**config.mk**
```make
export PLATFORM = sky130hd
export DESIGN_NAME = machine_check_error_log_bank
export DESIGN_NICKNAME = d
export VERILOG_FILES = /design/src/hdl/mc_log_pkg.sv /design/src/hdl/machine_check_error_log_bank.sv
export SDC_FILE = /design/constraint.sdc
export NUM_CORES = 1
export LEC_CHECK = 0
export BUFFER_PORTS_ARGS = -buffer_cell sky130_fd_sc_hd__buf_2
export CAP_MARGIN = 20
export CORE_UTILIZATION = 25
export CTS_CLUSTER_DIAMETER = 150
export CTS_CLUSTER_SIZE = 30
export DETAILED_ROUTE_END_ITERATION = 16
export PLACE_DENSITY = 0.54
export RECOVER_POWER = 50
export SETUP_SLACK_MARGIN = 0.02
export SKIP_LAST_GASP = 1
export SYNTH_ARGS = -nofsm -noshare
export SYNTH_HDL_FRONTEND = slang
export SYNTH_SLANG_ARGS = --single-unit
```
**constraint.sdc**
```tcl
create_clock -name sys_clk_i -period 2.19 [get_ports sys_clk_i]
set_clock_uncertainty 0.1 [all_clocks]
set_input_delay 0.219 -clock sys_clk_i [delete_from_list [all_inputs] [get_ports sys_clk_i]]
set_output_delay 0.219 -clock sys_clk_i [all_outputs]
set_load 0.01 [all_outputs]
```
**src/hdl/mc_log_pkg.sv**
```systemverilog
// Constants for the machine-check error logging banks
package mc_log_pkg;
  // Register offsets on the plain register port
  localparam logic [3:0] OFF_BANK0_STATUS = 4'h0;
  localparam logic [3:0] OFF_BANK1_STATUS = 4'h1;
  localparam logic [3:0] OFF_IRQ_STATUS = 4'h2;
  localparam logic [3:0] OFF_IRQ_MASK = 4'h3;
  localparam logic [3:0] OFF_CTRL = 4'h4;
  // Status field positions
  localparam int VAL_BIT = 63;
  localparam int OVF_BIT = 62;
  localparam int UC_BIT = 61;
  localparam int CODE_LSB = 0;
  localparam int CODE_W = 16;
  localparam int TTYPE_LSB = 4;
  localparam int TTYPE_W = 4;
  // Request sub-field encodings in the compound error code
  localparam logic [3:0] REQ_DATA_READ = 4'h3;
  localparam logic [3:0] REQ_DATA_WRITE = 4'h4;
  localparam logic [3:0] REQ_PREFETCH = 4'h5;
  // Request kinds seen by the logging logic
  typedef enum logic [2:0] {
    KIND_READ = 3'h0,
    KIND_STORE = 3'h1,
    KIND_OWN_READ = 3'h3,
    KIND_LOCKED_OWN_READ = 3'h2,
    KIND_PREFETCH = 3'h6
  } req_kind_e;
  // Reset values
  localparam logic [63:0] STATUS_RST = 64'h0;
  localparam logic [1:0] IRQ_RST = 2'h0;
  localparam logic [1:0] CTRL_RST = 2'h3;
  // Interrupt status bits
  localparam int IRQ_BANK0 = 0;
  localparam int IRQ_BANK1 = 1;
endpackage : mc_log_pkg

```
**src/hdl/machine_check_error_log_bank.sv**
```systemverilog
// Machine-check error logging banks zero and one with interrupt
//
// Function
// - New error while valid set raises bank-zero overflow bit 62.
// - Uncorrectable held error freezes status fields; later errors only set overflow bit 62.
// - After uncorrectable capture, further errors keep overflow set until cleared.
// - Error code updates only together with the rest of the register.
// - Speculative load with correctable cache error leaves bank one untouched.
// - Store with double-bit cache error logs request as store, not prefetch.
// - Correctable error on ownership reads never stalls system bus issue.
// - Bank-one uncorrectable transaction type bits 7-4: 0011b read, 0100b write.
// - Bank-one bit 61 reports an uncorrectable error was received.
`timescale 1ns/1ps
module machine_check_error_log_bank (
  // Clock and reset
  input wire logic sys_clk_i,
  input wire logic rst_n_i,
  // Register port
  input wire logic [3:0] reg_addr_i,
  input wire logic [63:0] reg_wdata_i,
  input wire logic reg_wr_i,
  input wire logic reg_rd_i,
  output logic [63:0] reg_rdata_o,
  // Bank-zero error report from the bus/interconnect checker
  input wire logic err0_valid_i,
  input wire logic err0_uc_i,
  input wire logic [2:0] err0_kind_i,
  input wire logic [15:0] err0_code_i,
  // Bank-one error report from the second-level cache
  input wire logic err1_valid_i,
  input wire logic err1_uc_i,
  input wire logic err1_spec_i,
  input wire logic [2:0] err1_kind_i,
  input wire logic [15:0] err1_code_i,
  // Bus issue gating
  input wire logic bus_req_i,
  output logic bus_issue_o,
  // Interrupt
  output logic irq_o
);

  logic [63:0] bank0_status;
  logic [63:0] bank1_status;
  logic [63:0] next_bank0_status;
  logic [63:0] next_bank1_status;
  logic [1:0] irq_status;
  logic [1:0] irq_mask;
  logic [1:0] ctrl;
  logic [1:0] next_irq_status;
  logic [1:0] next_irq_mask;
  logic [1:0] next_ctrl;
  logic [63:0] next_rdata;
  logic log0_en;
  logic log1_en;

  // Request sub-field from the request kind
  function automatic logic [3:0] req_code(input logic [2:0] kind);
    logic [3:0] r;
    r = mc_log_pkg::REQ_DATA_READ;
    case (kind)
      mc_log_pkg::KIND_STORE: r = mc_log_pkg::REQ_DATA_WRITE;
      mc_log_pkg::KIND_PREFETCH: r = mc_log_pkg::REQ_PREFETCH;
      default: r = mc_log_pkg::REQ_DATA_READ;
    endcase
    return r;
  endfunction : req_code

  // One bank update; the whole record is written at once so that the
  // error code can never drift away from the other fields.
  function automatic logic [63:0] bank_update(
    input logic [63:0] cur,
    input logic uc,
    input logic [2:0] kind,
    input logic [15:0] code
  );
    logic [63:0] n;
    n = cur;
    if (cur[mc_log_pkg::VAL_BIT]) begin
      n[mc_log_pkg::OVF_BIT] = 1'b1;
      if (!cur[mc_log_pkg::UC_BIT]) begin
        // Held correctable error is replaced by the newer one
        n[mc_log_pkg::UC_BIT] = uc;
        n[mc_log_pkg::CODE_LSB +: mc_log_pkg::CODE_W] = code;
        n[mc_log_pkg::TTYPE_LSB +: mc_log_pkg::TTYPE_W] = req_code(kind);
      end
      // Held uncorrectable: fields frozen, overflow kept
    end else begin
      n[mc_log_pkg::VAL_BIT] = 1'b1;
      n[mc_log_pkg::UC_BIT] = uc;
      n[mc_log_pkg::CODE_LSB +: mc_log_pkg::CODE_W] = code;
      n[mc_log_pkg::TTYPE_LSB +: mc_log_pkg::TTYPE_W] = req_code(kind);
    end
    return n;
  endfunction : bank_update

  // Speculative correctable errors are dropped before bank one
  always_comb begin
    log0_en = err0_valid_i && ctrl[0];
    log1_en = err1_valid_i && ctrl[1] && !(err1_spec_i && !err1_uc_i);
  end

  // Correctable errors never hold back the bus, ownership reads included
  always_comb begin
    bus_issue_o = bus_req_i;
  end

  always_comb begin
    next_bank0_status = bank0_status;
    next_bank1_status = bank1_status;
    next_irq_status = irq_status;
    next_irq_mask = irq_mask;
    next_ctrl = ctrl;
    next_rdata = 64'h0;
    if (reg_wr_i) begin
      case (reg_addr_i)
        mc_log_pkg::OFF_BANK0_STATUS: next_bank0_status = reg_wdata_i;
        mc_log_pkg::OFF_BANK1_STATUS: next_bank1_status = reg_wdata_i;
        mc_log_pkg::OFF_IRQ_STATUS: next_irq_status = irq_status & ~reg_wdata_i[1:0];
        mc_log_pkg::OFF_IRQ_MASK: next_irq_mask = reg_wdata_i[1:0];
        mc_log_pkg::OFF_CTRL: next_ctrl = reg_wdata_i[1:0];
        default: ;
      endcase
    end
    // Hardware logging wins over a same-cycle software write
    if (log0_en) begin
      next_bank0_status = bank_update(bank0_status, err0_uc_i, err0_kind_i,
                                      err0_code_i);
      next_irq_status[mc_log_pkg::IRQ_BANK0] = 1'b1;
    end
    if (log1_en) begin
      next_bank1_status = bank_update(bank1_status, err1_uc_i, err1_kind_i,
                                      err1_code_i);
      next_irq_status[mc_log_pkg::IRQ_BANK1] = 1'b1;
    end
    if (reg_rd_i) begin
      case (reg_addr_i)
        mc_log_pkg::OFF_BANK0_STATUS: next_rdata = bank0_status;
        mc_log_pkg::OFF_BANK1_STATUS: next_rdata = bank1_status;
        mc_log_pkg::OFF_IRQ_STATUS: next_rdata = {62'h0, irq_status};
        mc_log_pkg::OFF_IRQ_MASK: next_rdata = {62'h0, irq_mask};
        mc_log_pkg::OFF_CTRL: next_rdata = {62'h0, ctrl};
        default: next_rdata = 64'h0;
      endcase
    end
  end

  always_ff @(posedge sys_clk_i) begin
    if (!rst_n_i) begin
      bank0_status <= mc_log_pkg::STATUS_RST;
      bank1_status <= mc_log_pkg::STATUS_RST;
      irq_status <= mc_log_pkg::IRQ_RST;
      irq_mask <= mc_log_pkg::IRQ_RST;
      ctrl <= mc_log_pkg::CTRL_RST;
      reg_rdata_o <= 64'h0;
    end else begin
      bank0_status <= next_bank0_status;
      bank1_status <= next_bank1_status;
      irq_status <= next_irq_status;
      irq_mask <= next_irq_mask;
      ctrl <= next_ctrl;
      reg_rdata_o <= next_rdata;
    end
  end

  always_comb begin
    irq_o = |(irq_status & irq_mask);
  end

  // Checks
  overflow_set_a: assert property (@(posedge sys_clk_i) disable iff (!rst_n_i)
    log0_en && bank0_status[mc_log_pkg::VAL_BIT]
    |=> bank0_status[mc_log_pkg::OVF_BIT])
    else $error("overflow not set on second error");
  uc_freeze_a: assert property (@(posedge sys_clk_i) disable iff (!rst_n_i)
    bank0_status[mc_log_pkg::UC_BIT] && bank0_status[mc_log_pkg::VAL_BIT]
    && !reg_wr_i |=> $stable(bank0_status[61:0]))
    else $error("uncorrectable record changed");
  code_stable_a: assert property (@(posedge sys_clk_i) disable iff (!rst_n_i)
    bank0_status[mc_log_pkg::UC_BIT] && bank0_status[mc_log_pkg::VAL_BIT]
    && !reg_wr_i |=> $stable(bank0_status[15:0]))
    else $error("error code rewritten alone");
  ovf_hold_a: assert property (@(posedge sys_clk_i) disable iff (!rst_n_i)
    bank0_status[mc_log_pkg::OVF_BIT] && !reg_wr_i
    |=> bank0_status[mc_log_pkg::OVF_BIT])
    else $error("overflow dropped without clear");
  spec_skip_a: assert property (@(posedge sys_clk_i) disable iff (!rst_n_i)
    err1_valid_i && err1_spec_i && !err1_uc_i && !reg_wr_i
    |=> $stable(bank1_status))
    else $error("speculative correctable error logged");
  store_code_a: assert property (@(posedge sys_clk_i) disable iff (!rst_n_i)
    log1_en && !bank1_status[mc_log_pkg::VAL_BIT]
    && err1_kind_i == mc_log_pkg::KIND_STORE
    |=> bank1_status[7:4] == mc_log_pkg::REQ_DATA_WRITE)
    else $error("store not logged as write");
  read_code_a: assert property (@(posedge sys_clk_i) disable iff (!rst_n_i)
    log1_en && !bank1_status[mc_log_pkg::VAL_BIT] && err1_uc_i
    && err1_kind_i == mc_log_pkg::KIND_READ
    |=> bank1_status[7:4] == mc_log_pkg::REQ_DATA_READ)
    else $error("read not logged as 0011b");
  uc_flag_a: assert property (@(posedge sys_clk_i) disable iff (!rst_n_i)
    log1_en && !bank1_status[mc_log_pkg::VAL_BIT] && err1_uc_i
    |=> bank1_status[mc_log_pkg::UC_BIT])
    else $error("uncorrectable flag missing");
  bus_free_a: assert property (@(posedge sys_clk_i) disable iff (!rst_n_i)
    bus_req_i |-> bus_issue_o)
    else $error("bus issue stalled");
  sw_clear_a: assert property (@(posedge sys_clk_i) disable iff (!rst_n_i)
    reg_wr_i && reg_addr_i == mc_log_pkg::OFF_BANK0_STATUS
    && reg_wdata_i == 64'h0 && !log0_en |=> bank0_status == 64'h0)
    else $error("status clear failed");
  // Bank one shares the update function, so its record is held to the same
  ovf1_set_a: assert property (
    @(posedge sys_clk_i) disable iff (!rst_n_i)
    log1_en && bank1_status[mc_log_pkg::VAL_BIT]
    |=> bank1_status[mc_log_pkg::OVF_BIT])
    else $error("bank one overflow not set");
  uc1_freeze_a: assert property (
    @(posedge sys_clk_i) disable iff (!rst_n_i)
    bank1_status[mc_log_pkg::UC_BIT] && bank1_status[mc_log_pkg::VAL_BIT]
    && !reg_wr_i |=> $stable(bank1_status[61:0]))
    else $error("bank one uncorrectable record changed");
  ovf1_hold_a: assert property (
    @(posedge sys_clk_i) disable iff (!rst_n_i)
    bank1_status[mc_log_pkg::OVF_BIT] && !reg_wr_i
    |=> bank1_status[mc_log_pkg::OVF_BIT])
    else $error("bank one overflow dropped without clear");
  code1_stable_a: assert property (
    @(posedge sys_clk_i) disable iff (!rst_n_i)
    bank1_status[mc_log_pkg::UC_BIT] && bank1_status[mc_log_pkg::VAL_BIT]
    && !reg_wr_i |=> $stable(bank1_status[15:0]))
    else $error("bank one error code rewritten alone");
  clear1_a: assert property (
    @(posedge sys_clk_i) disable iff (!rst_n_i)
    reg_wr_i && reg_addr_i == mc_log_pkg::OFF_BANK1_STATUS
    && reg_wdata_i == 64'h0 && !log1_en |=> bank1_status == 64'h0)
    else $error("bank one clear failed");
  ovf0_clear_a: assert property (
    @(posedge sys_clk_i) disable iff (!rst_n_i)
    reg_wr_i && reg_addr_i == mc_log_pkg::OFF_BANK0_STATUS
    && !reg_wdata_i[62] && !log0_en |=> !bank0_status[mc_log_pkg::OVF_BIT])
    else $error("overflow survived clear");
  first0_code_a: assert property (
    @(posedge sys_clk_i) disable iff (!rst_n_i)
    log0_en && !bank0_status[mc_log_pkg::VAL_BIT]
    |=> bank0_status[15:8] == $past(err0_code_i[15:8])
    && bank0_status[3:0] == $past(err0_code_i[3:0]))
    else $error("bank zero first code not captured");
  first1_code_a: assert property (
    @(posedge sys_clk_i) disable iff (!rst_n_i)
    log1_en && !bank1_status[mc_log_pkg::VAL_BIT]
    |=> bank1_status[15:8] == $past(err1_code_i[15:8])
    && bank1_status[3:0] == $past(err1_code_i[3:0]))
    else $error("bank one first code not captured");
  uc0_flag_a: assert property (
    @(posedge sys_clk_i) disable iff (!rst_n_i)
    log0_en && !bank0_status[mc_log_pkg::VAL_BIT]
    |=> bank0_status[mc_log_pkg::UC_BIT] == $past(err0_uc_i))
    else $error("bank zero class not captured");
  store0_code_a: assert property (
    @(posedge sys_clk_i) disable iff (!rst_n_i)
    log0_en && !bank0_status[mc_log_pkg::VAL_BIT]
    && err0_kind_i == mc_log_pkg::KIND_STORE
    |=> bank0_status[7:4] == mc_log_pkg::REQ_DATA_WRITE)
    else $error("bank zero store not logged as write");
  own1_code_a: assert property (
    @(posedge sys_clk_i) disable iff (!rst_n_i)
    log1_en && !bank1_status[mc_log_pkg::VAL_BIT]
    && err1_kind_i == mc_log_pkg::KIND_OWN_READ
    |=> bank1_status[7:4] == mc_log_pkg::REQ_DATA_READ)
    else $error("ownership read not logged as read");
  write1_code_a: assert property (
    @(posedge sys_clk_i) disable iff (!rst_n_i)
    log1_en && !bank1_status[mc_log_pkg::VAL_BIT] && err1_uc_i
    && err1_kind_i == mc_log_pkg::KIND_STORE
    |=> bank1_status[7:4] == mc_log_pkg::REQ_DATA_WRITE)
    else $error("write not logged as 0100b");
  spec_uc_log_a: assert property (
    @(posedge sys_clk_i) disable iff (!rst_n_i)
    err1_valid_i && err1_spec_i && err1_uc_i && ctrl[1]
    && !bank1_status[mc_log_pkg::VAL_BIT] |=> bank1_status[mc_log_pkg::UC_BIT])
    else $error("speculative uncorrectable not reported");
  // Interrupt and read path
  irq0_set_a: assert property (
    @(posedge sys_clk_i) disable iff (!rst_n_i)
    log0_en |=> irq_status[mc_log_pkg::IRQ_BANK0])
    else $error("bank zero event bit not set");
  irq1_set_a: assert property (
    @(posedge sys_clk_i) disable iff (!rst_n_i)
    log1_en |=> irq_status[mc_log_pkg::IRQ_BANK1])
    else $error("bank one event bit not set");
  rdata_idle_a: assert property (
    @(posedge sys_clk_i) disable iff (!rst_n_i)
    !reg_rd_i |=> reg_rdata_o == 64'h0)
    else $error("read data stands without a read");
  rdata0_a: assert property (
    @(posedge sys_clk_i) disable iff (!rst_n_i)
    reg_rd_i && reg_addr_i == mc_log_pkg::OFF_BANK0_STATUS
    |=> reg_rdata_o == $past(bank0_status))
    else $error("bank zero read data wrong");
  // A disabled bank must drop every report
  off0_skip_a: assert property (
    @(posedge sys_clk_i) disable iff (!rst_n_i)
    err0_valid_i && !ctrl[0] && !reg_wr_i |=> $stable(bank0_status))
    else $error("disabled bank zero logged");

endmodule : machine_check_error_log_bank

```
# Yosys cells after proc, flatten, opt, wreduce, memory -nomap -nowiden
# Cells that the tools add are included.
# W data, S select, Z words.
word_totals:
  register_bits: 198
  output_inout_bits: 66
  word_cells: 80
op_classes:
  eq_ne: 12
  mux: 23
  bitwise_logic: 5
  n_reduce_logical: 27
ops:
  columns: ["operator", "n"]
  rows:
  - ["$mux W64", 6]
  - ["$pmux W64 S5", 1]
  - ["$mux W16", 4]
  - ["$reduce_and A3 Y1", 6]
  - ["$reduce_and A2 Y1", 7]
  - ["$pmux W3 S2", 2]
  - ["$reduce_bool A2 Y1", 6]
  - ["$eq A4 B2 Y1 const B", 2]
  - ["$mux W1", 8]
  - ["$eq A3 B1 Y1 const B", 2]
  - ["$eq A3 B3 Y1 const B", 2]
  - ["$ne A3 B3 Y1 const B", 2]
  - ["$and A2 B2 Y2", 2]
  - ["$eq A4 B1 Y1 const B", 1]
  - ["$eq A4 B3 Y1 const B", 1]
  - ["$logic_and A1 B1 Y1", 4]
  - ["$logic_not A4 Y1", 1]
  - ["$mux W2", 2]
  - ["$ne A2 B2 Y1 const B", 2]
  - ["$logic_not A1 Y1", 2]
  - ["$not A1 Y1", 2]
  - ["$not A2 Y2", 1]
  - ["$reduce_or A2 Y1", 1]

# Longest topological paths before layout
# Gate-level depths: netlist of run 1.
logic_depth:
  ltp_word: 6
  depth_mapped: 7
  mapped_depth_nobuf: 4

# Least setup slack after synthesis of run 1
# No wires, ideal clock.
synth_path:
  path_kind: "input to register"
  from: "input port reg_addr_i[3]"
  to: "register bank0_status[10]"
  arrival_ns: 1.528
  t_required_ns: 1.971
  path_slack_ns: 0.443
  stages: 6
  path_buffers: 2
  cell_sequence: "buf_2 > or3b_1 > nor3_2 > buf_4 > a21oi_1 > o221a_2"
synth_between:
  elab_chain_cells: 3
synth_rtl:
  columns: ["element", "line", "text"]
  rows:
  - ["start: declaration", "machine_check_error_log_bank.sv:19", "input wire logic [3:0] reg_addr_i,"]
  - ["$logic_not A4 Y1", "machine_check_error_log_bank.sv:115", "case (reg_addr_i)"]
  - ["$reduce_bool A2 Y1 (no line)", null, null]
  - ["$reduce_and A3 Y1 (no line)", null, null]
  - ["end signal: assignment", "machine_check_error_log_bank.sv:149", "bank0_status <= mc_log_pkg::STATUS_RST;"]
  - ["end signal: assignment", "machine_check_error_log_bank.sv:156", "bank0_status <= next_bank0_status;"]
  - ["end: declaration", "machine_check_error_log_bank.sv:42", "logic [63:0] bank0_status;"]
# No other way between the ends.
# A chain may end at the register's enable or synchronous reset.

# Final worst setup path of run 1
layout_path:
  from: "input port rst_n_i"
  to: "register reg_rdata_o[25]"
layout_between:
  elab_chain_cells: 1
layout_rtl:
  columns: ["element", "line", "text"]
  rows:
  - ["start: declaration", "machine_check_error_log_bank.sv:17", "input wire logic rst_n_i,"]
  - ["$reduce_and A2 Y1 (no line)", null, null]
  - ["end signal: assignment", "machine_check_error_log_bank.sv:161", "reg_rdata_o <= next_rdata;"]
  - ["end: declaration", "machine_check_error_log_bank.sv:23", "output logic [63:0] reg_rdata_o,"]
# No other way between the ends.

==> results.cfg, run 1 <==
[worst_setup_path]
cp_top_family = buffers and inverters
worst-setup-path-type = primary input to flip-flop
cp_slowest_cell = clkbuf_2
arrival_ns = 2.20
cp-start-kind = primary input
end_kind = flip-flop
crit_chain = dlygate4sd3_1 -> buf_2 -> o211ai_1 -> clkbuf_2 -> nor2_1
crit_fanout = 44
cpPeakStageDelay_ns = 0.93
path_buf_inv = 3
required_ns = 2.36

[route]
wl_per_cell_um = 15.6
vias = 6893
maxUsedRoutingLayer = met4
wl_met2_mm = 10.7
ant_nets = 0
drc = 0
route.met3.wl_um = 905
detail_route.wirelength_mm = 23.0
routed_via_density = 4.68
drt_iter0_markers = 567
drt_first_pass_iters = 5
m1WireLength_mm = 11.0

[cts]
cts_buffers = 17
cts_resized = 0
root_buffer = clkbuf_16
post_cts_buffers = 0
cts_buffer_depth = 2
hold_buffers = 73
numClockSinks = 198
cts_tree = built
cts.clk_slew.worst_paths_ns = 0.07
insertion_delay_ns = 0.45
htreeDepth = 4

[timing]
slew_viol_final = 0
min_period_ns = 2.02
relSlewSlack_pct = 18.6
fmaxAchievable_mhz = 494
fin_crit_sh_pct = 92.4
setup_viol_count_final = 0
rsz0062_at_grt = false
final.setup.tns_ns = 0
worst_pin_slew_ns = 1.22
final_hold_viol_count = 0

[grt]
grt_overflow_total = 0
grt_pass1_vias = 6696
grt_antenna_before_repair = 0
grt_usage_pct = 15.7
grt_pass1_wl_mm = 36.7
grt_max_degree = 57

[layout]
fin_area_um2 = 9900
drive_above_1_share_pct = 17.4
finalNetCount = 1192
n_antenna_cell = 0
synthToLayoutAreaGrowth_pct = 35.9

[floorplanning]
start_util_pct = 25.4
die_y_um = 173
die_area_um2 = 29800
die_w_um = 173
io_pins = 182
core_area_um2 = 28700
num_rows = 62

[run]
drv_cap = 0

[power]
p_leak_nw = 3.46
power.density_nw_per_um2 = 759
ir_worst_vdd_uv = 460

[yosys]
synth_area_um2 = 7280
synth_fp_nets = 969
syn_area_per_cell_um2 = 8.54
ys_seq_area_share_pct = 54.4
netlist_instances = 853
ys_ff_latch = 198
async_flop_share_pct = 0
yosysWarningCount = 0
synth-edff-count = 0
yosysUniqueCellTypes = 40
ys.flop_type = dfxtp_1

[outcome]
outcome = complete, no violations

[placed_design]
port_buffers = 171
gp_congestion = 0.782
dpl_cell_area_um2 = 8660
hpwl_mm = 14.3

[hold_path]
hold_class = primary input to flip-flop
## layout by cell type, fill, tap and decap left out, types with 5 or more instances in the layout
| cell type | Yosys | final |
|---|---|---|
| nand3_1 | 6 | 6 |
| clkbuf_16 | 0 | 17 |
| mux2i_1 | 5 | 5 |
| o21ai_0 | 19 | 19 |
| buf_12 | 0 | 8 |
| buf_4 | 5 | 16 |
| nand2_1 | 198 | 197 |
| clkbuf_1 | 49 | 66 |
| o221a_2 | 13 | 13 |
| nor2_1 | 97 | 97 |
| a21oi_1 | 124 | 124 |
| dlygate4sd3_1 | 0 | 73 |
| buf_2 | 14 | 107 |
| clkinv_8 | 0 | 5 |
| dfxtp_1 | 198 | 198 |
| a22oi_1 | 77 | 77 |
## sequential cells by signal (all words and copies together) (netlist names)
register,flops
irq_status,2
reg_rdata_o,64
irq_mask,2
bank1_status,64
ctrl,2
bank0_status,64
## final cells by class
type                            count  area, um2
Inverter                            2       10.0
Clock buffer                       17        425
Tap cell                          384        480
Timing Repair Buffer              272       1810
Clock inverter                     15        178
Sequential cell                   198       3960
Multi-Input combinational cell    585       3030
Fill cell                        3072      18800
## worst reg2reg max path: stages, from the launching register on
cell	delay, ns
dfxtp_1	0.40
nand2_1	0.14
nor2_1	0.81
o221a_2	0.35
## final timing paths
path                                       start                to  slack (ns)  cells after the start
worst max-delay path                     rst_n_i   reg_rdata_o[25]        0.17                      5
worst min register to register  bank0_status[23]  bank0_status[23]        0.36                      2
worst min-delay path             reg_wdata_i[15]  bank1_status[15]        0.02                      3
worst max register to register  bank0_status[63]  bank0_status[11]        0.33                      3
## Yosys cell counts, drive strengths merged (2+ instances only)
cell	count	area share [%]
nor2	97	5.0
mux2i	5	0.69
o221a	13	2.0
a211oi	3	0.48
buf	19	1.5
nand2b	4	0.34
nor3	4	0.41
o211ai	4	0.41
mux2	2	0.31
dfxtp	198	54
o2111ai	2	0.24
a31oi	2	0.17
o21ai	20	1.4
a22oi	77	7.9
a222oi	2	0.27
nor2b	3	0.26
nand3	6	0.41
or3b	2	0.24
a21oi	124	8.5
a22o	4	0.48
clkbuf	49	2.5
and2	3	0.26
nand2	198	10
and3	2	0.17
## routing by layer
metal	vias up	global-route usage, %
met4	0	5.13
met3	20	2.88
met2	197	25.3
met5	-	0
li1	3384	-
met1	3292	21.0
## power breakdown
| group | internal [W] | switching (W) | leakage [nW] |
|---|---|---|---|
| Clock | 0.00155 | 0.00166 | 0.290 |
| Sequential | 0.00367 | 0.0000401 | 1.60 |
| Combinational | 0.000277 | 0.000315 | 1.56 |
## per-stage QoR
| step | setup WS (ns) | hold slack (ns) | std cells | total power [W] | utilization (%) |
|---|---|---|---|---|---|
| finish | 0.166 | 0.0240 | 1473 | 0.00751 | 34.5 |
| global route | 0.0550 | 0.00323 | 1473 | 0.00784 | 34.5 |
| CTS | 0.129 | 0.00251 | 1472 | 0.00763 | 34.8 |
| detailed placement | 0.219 | 0.338 | 1367 | 0.00429 | 30.2 |
| global placement | 0.173 | 0.338 | 1367 | 0.00428 | 30.2 |
| floorplan | 0.443 | 0.255 | 853 | 0.00404 | - |
## kinds of logic after synthesis
logic type / count (synthesis) / share of synthesized area, %
AOI/OAI and AO/OA: 256 / 22.5
muxes: 7 / 0.997
DFF: 198 / 54.4
and+or+nand+nor: 322 / 18.0
buffers and inverters: 70 / 4.11
No activity file was read; power rests on OpenSTA's default activity.
==> inputs of run 2 (changes only) <==
Settings changed: CORE_UTILIZATION 25 to 53, CTS_BUF_LIST set to sky130_fd_sc_hd__clkbuf_16, PLACE_DENSITY 0.54 to 0.82.
==> results.cfg, run 2 (same netlist as run 1, synthesis figures left out) <==
[route]
drc = 0
routed_via_density = 5.63
vias = 7020
drt_first_pass_iters = 6
detail_route.wirelength_mm = 20.1
ant_nets = 0
drt_iter0_markers = 679
wl_per_cell_um = 16.1

[floorplanning]
start_util_pct = 54.8
die_y_um = 119
die_w_um = 119
num_rows = 42
io_pins = 182
core_area_um2 = 13300
die_area_um2 = 14200

[hold_path]
worstHoldPathCells = 3
hold_class = primary input to flip-flop

[layout]
layoutNonFillerInstCount = 1248
drive_above_1_share_pct = 17.2
n_antenna_cell = 0
largest_registers = bank0_status (64), bank1_status (64), reg_rdata_o (64)
finalNetCount = 1175
mostFrequentLayoutCells = 198 x dfxtp_1, 197 x nand2_1, 124 x a21oi_1, 105 x buf_2, 97 x nor2_1
synthToLayoutAreaGrowth_pct = 29.6
mostFrequentLayoutCell = dfxtp_1
fill_cells = 1059

[cts]
cts_buffers = 17
cts_buffer_depth = 2
cts_tree = built
htreeDepth = 4
root_buffer = clkbuf_16
cts.clk_slew.worst_paths_ns = 0.07
insertion_delay_ns = 0.43
numClockSinks = 198

[placed_design]
hpwl_mm = 11.9
port_buffers = 171
dp_cells = 1157
gp_congestion = 0.852

[power]
switchingPower_w = 0.00175
switching_share_pct = 23.7
clkPwrFrac_pct = 42.3
p_seq_share_pct = 50.2
p_comb_share_pct = 7.5
p_int_w = 0.00564
ir_worst_vdd_uv = 545
power.density_nw_per_um2 = 782
p_leak_nw = 3.38

[worst_setup_path]
end_kind = flip-flop
worst-setup-path-type = primary input to flip-flop
rr_worst_depth = 5
cp-start-kind = primary input
regToRegSetupSlack_ns = 0.36
required_ns = 2.45
arrival_ns = 2.20
crit_fanout = 30

[grt]
use_met1_pct = 35.5
grt_overflow_total = 0
grt_max_degree = 62
use_met2_pct = 48.1
grt_pass1_wl_mm = 32.3
grt_antenna_before_repair = 0
globalRouteMet3Util_pct = 6.03
grt_usage_pct = 28.8
gr-max-usage-layer = met2
grt_pass1_vias = 6665

[timing]
relSlewSlack_pct = 41.0
setup_viol_count_final = 0
final.setup.tns_ns = 0
rsz0062_at_grt = false
min_period_ns = 1.94
worst_pin_slew_ns = 0.886
slew_viol_final = 0
fmaxAchievable_mhz = 516
fin_crit_sh_pct = 88.5
final_hold_viol_count = 0

[outcome]
outcome = complete, no violations

[run]
drv_cap = 0
run 2: final timing paths:
| path | start | to |
|---|---|---|
| worst max register to register | ctrl[0] | bank0_status[7] |
| worst min-delay path | err1_code_i[9] | bank1_status[9] |
| worst min register to register | bank1_status[25] | bank1_status[25] |
| worst max-delay path | reg_wr_i | bank1_status[3] |
run 2: worst max-delay path: stages:
cell,delay [ns]
dlygate4sd3_1,0.52
buf_2,0.15
or3b_1,0.42
a211oi_4,0.34
buf_12,0.23
a22oi_1,0.14
a21oi_1,0.16
run 2: layout make-up:
type | instances | area [um2] | area share, %
Sequential cell | 198 | 3960 | 42.0
Multi-Input combinational cell | 585 | 3030 | 32.1
Timing Repair Buffer | 255 | 1620 | 17.2
Clock buffer | 17 | 425 | 4.51
Tap cell | 176 | 220 | 2.33
Clock inverter | 15 | 171 | 1.82
Inverter | 2 | 8.76 | 0.0928
run 2: repair_timing:
action                                 4_1_cts  5_1_grt
setup endpoints to repair                    0        6
buffers inserted                             0        0
hold buffers                                59        0
endpoints found under the hold margin      105        0
gates resized for setup                      0        1
run 2: metrics by stage:
stage	setup slack, ns	instance area [um2]	util (%)	hold WS (ns)	power (W)
2_1_floorplan	0.443	7280	-	0.255	0.00404
4_1_cts	0.209	9540	71.8	0.0000583	0.00741
6_report	0.252	9440	71.0	0.00621	0.00739
3_3_place_gp	0.261	8350	62.8	0.338	0.00425
3_5_place_dp	0.237	8350	62.8	0.338	0.00425
5_1_grt	0.141	9440	71.0	0.0157	0.00763
run 2: power groups by stage:
stage	combinational [W]	clock [W]	sequential, W
after CTS	0.000546	0.00315	0.00371
after global routing	0.000599	0.00331	0.00372
final	0.000554	0.00312	0.00371
after global placement	0.000455	0	0.00379
after detailed placement	0.000459	0	0.00379
after floorplan	0.000258	0	0.00378
run 2: per-layer routing:
| layer | part of all wire [%] | up-vias |
|---|---|---|
| met2 | 49 | 332 |
| met1 | 40 | 3279 |
| met5 | 0 | - |
| met3 | 7.8 | 50 |
| li1 | - | 3359 |
| met4 | 2.7 | 0 |
==> inputs of run 3 (changes only) <==
Settings changed: CORE_UTILIZATION 53 to 55, PLACE_DENSITY 0.82 to 0.84.
Clock period 2.19 ns to 2.23 ns, I/O delays scaled along.
==> results.cfg, run 3 (same netlist as run 1, synthesis figures left out) <==
[floorplanning]
io_pins = 182
die_area_um2 = 13700
start_util_pct = 57.0
num_rows = 41
die_w_um = 117
die_y_um = 117
core_area_um2 = 12800

[cts]
numClockSinks = 198
htreeDepth = 4
cts_buffers = 17
root_buffer = clkbuf_16
cts_buffer_depth = 2
cts.clk_slew.worst_paths_ns = 0.07
insertion_delay_ns = 0.43
cts_tree = built

[timing]
rsz0062_at_grt = false
fmaxAchievable_mhz = 480
setup_viol_count_final = 0
final_hold_viol_count = 0
relSlewSlack_pct = 36.3
worst_pin_slew_ns = 0.951
min_period_ns = 2.08
slew_viol_final = 0
final.setup.tns_ns = 0
fin_crit_sh_pct = 93.4

[worst_setup_path]
regToRegSetupSlack_ns = 0.15
end_kind = flip-flop
rr_worst_depth = 5
crit_fanout = 40
cp-start-kind = flip-flop
required_ns = 2.49
r2r-start = ctrl[1]
arrival_ns = 2.34
worst-setup-path-type = flip-flop to flip-flop
timing.rr.end = bank1_status[36]

[hold_path]
holdCritStartpoint = reg_wdata_i[0]
worstHoldPathCells = 3
hold_end = ctrl[0]
hold_class = primary input to flip-flop

[route]
vias = 7058
drt_iter0_markers = 734
routed_via_density = 5.67
detail_route.wirelength_mm = 20.9
ant_nets = 0
drt_first_pass_iters = 6
wl_per_cell_um = 16.8
drc = 0

[grt]
grt_antenna_before_repair = 0
grt_max_degree = 65
grt_pass1_wl_mm = 32.8
grt_usage_pct = 31.4
grt_pass1_vias = 6789
grt_overflow_total = 0

[placed_design]
dp_cells = 1151
gp_congestion = 0.852
hpwl_mm = 11.6
port_buffers = 171

[layout]
layoutNonFillerInstCount = 1244
mostFrequentLayoutCell = dfxtp_1
drive_above_1_share_pct = 16.7
n_antenna_cell = 0
fill_cells = 930
synthToLayoutAreaGrowth_pct = 29.7
finalNetCount = 1178
largest_registers = bank0_status (64), bank1_status (64), reg_rdata_o (64)
mostFrequentLayoutCells = 198 x dfxtp_1, 197 x nand2_1, 124 x a21oi_1, 105 x buf_2, 97 x nor2_1

[outcome]
outcome = complete, no violations

[power]
ir_worst_vdd_uv = 595
power.density_nw_per_um2 = 760
p_leak_nw = 3.38

[run]
drv_cap = 0
## run 3: cell count changes in the layout (fill, tap and decap cells not counted), sizes merged
cell / delta
buf: -1
clkinv: -4
inv: -1
clkinvlp: +2
clkbuf: -1
dlygate4sd3: +5
## run 3: routing by layer
metal | GRT usage, % | wire length, um | up-vias
met4 | 13.6 | 483 | 0
met5 | 0 | 0 | -
li1 | - | - | 3355
met3 | 6.13 | 1370 | 52
met1 | 39.8 | 8830 | 3331
met2 | 52.3 | 10200 | 320
## run 3: critical path: stages (launching register included)
cell and delay [ns]:
dfxtp_1 0.39, nand2_1 0.13, o211ai_1 0.79, buf_12 0.31, nand2_1 0.10, a21oi_1 0.17
## run 3: area by class of cell
type	instances	area, um2	share of cell area [%]
Clock buffer	17	425	4.51
Clock inverter	12	134	1.42
Inverter	2	7.51	0.0795
Multi-Input combinational cell	585	3020	32.0
Sequential cell	198	3960	42.0
Tap cell	172	215	2.28
Timing Repair Buffer	258	1670	17.7
## run 3: power by group
group          total [W]  internal (W)  switching, W
clock            0.00297       0.00164       0.00133
combinational   0.000558      0.000260      0.000298
sequential       0.00365       0.00361     0.0000407
## run 3: timing repair
item                                   CTS  global route
gates resized for setup                  0             0
hold buffers                            64             0
buffers inserted                         0             0
endpoints found under the hold margin  112             0
## run 3: worst max-delay path by stage
stage                              from               end  cells after the start
after floorplan           reg_addr_i[3]  bank0_status[10]                      6
after global placement    reg_addr_i[3]  bank0_status[14]                      6
after detailed placement        ctrl[1]  bank1_status[31]                      5
after CTS                       ctrl[1]  bank1_status[47]                      5
after global routing            ctrl[1]  bank1_status[36]                      5
final                           ctrl[1]  bank1_status[36]                      5
## run 3: stage by stage
stage	cell area, um2	power [W]	utilization [%]	setup slack [ns]	hold slack, ns
3_5_place_dp	8350	0.00418	65.3	0.232	0.346
5_1_grt	9440	0.00740	73.9	0.0662	0.0177
2_1_floorplan	7280	0.00397	-	0.479	0.259
3_3_place_gp	8350	0.00417	65.3	0.298	0.342
6_report	9440	0.00717	73.9	0.146	0.0180
4_1_cts	9550	0.00717	74.7	0.206	0.00469
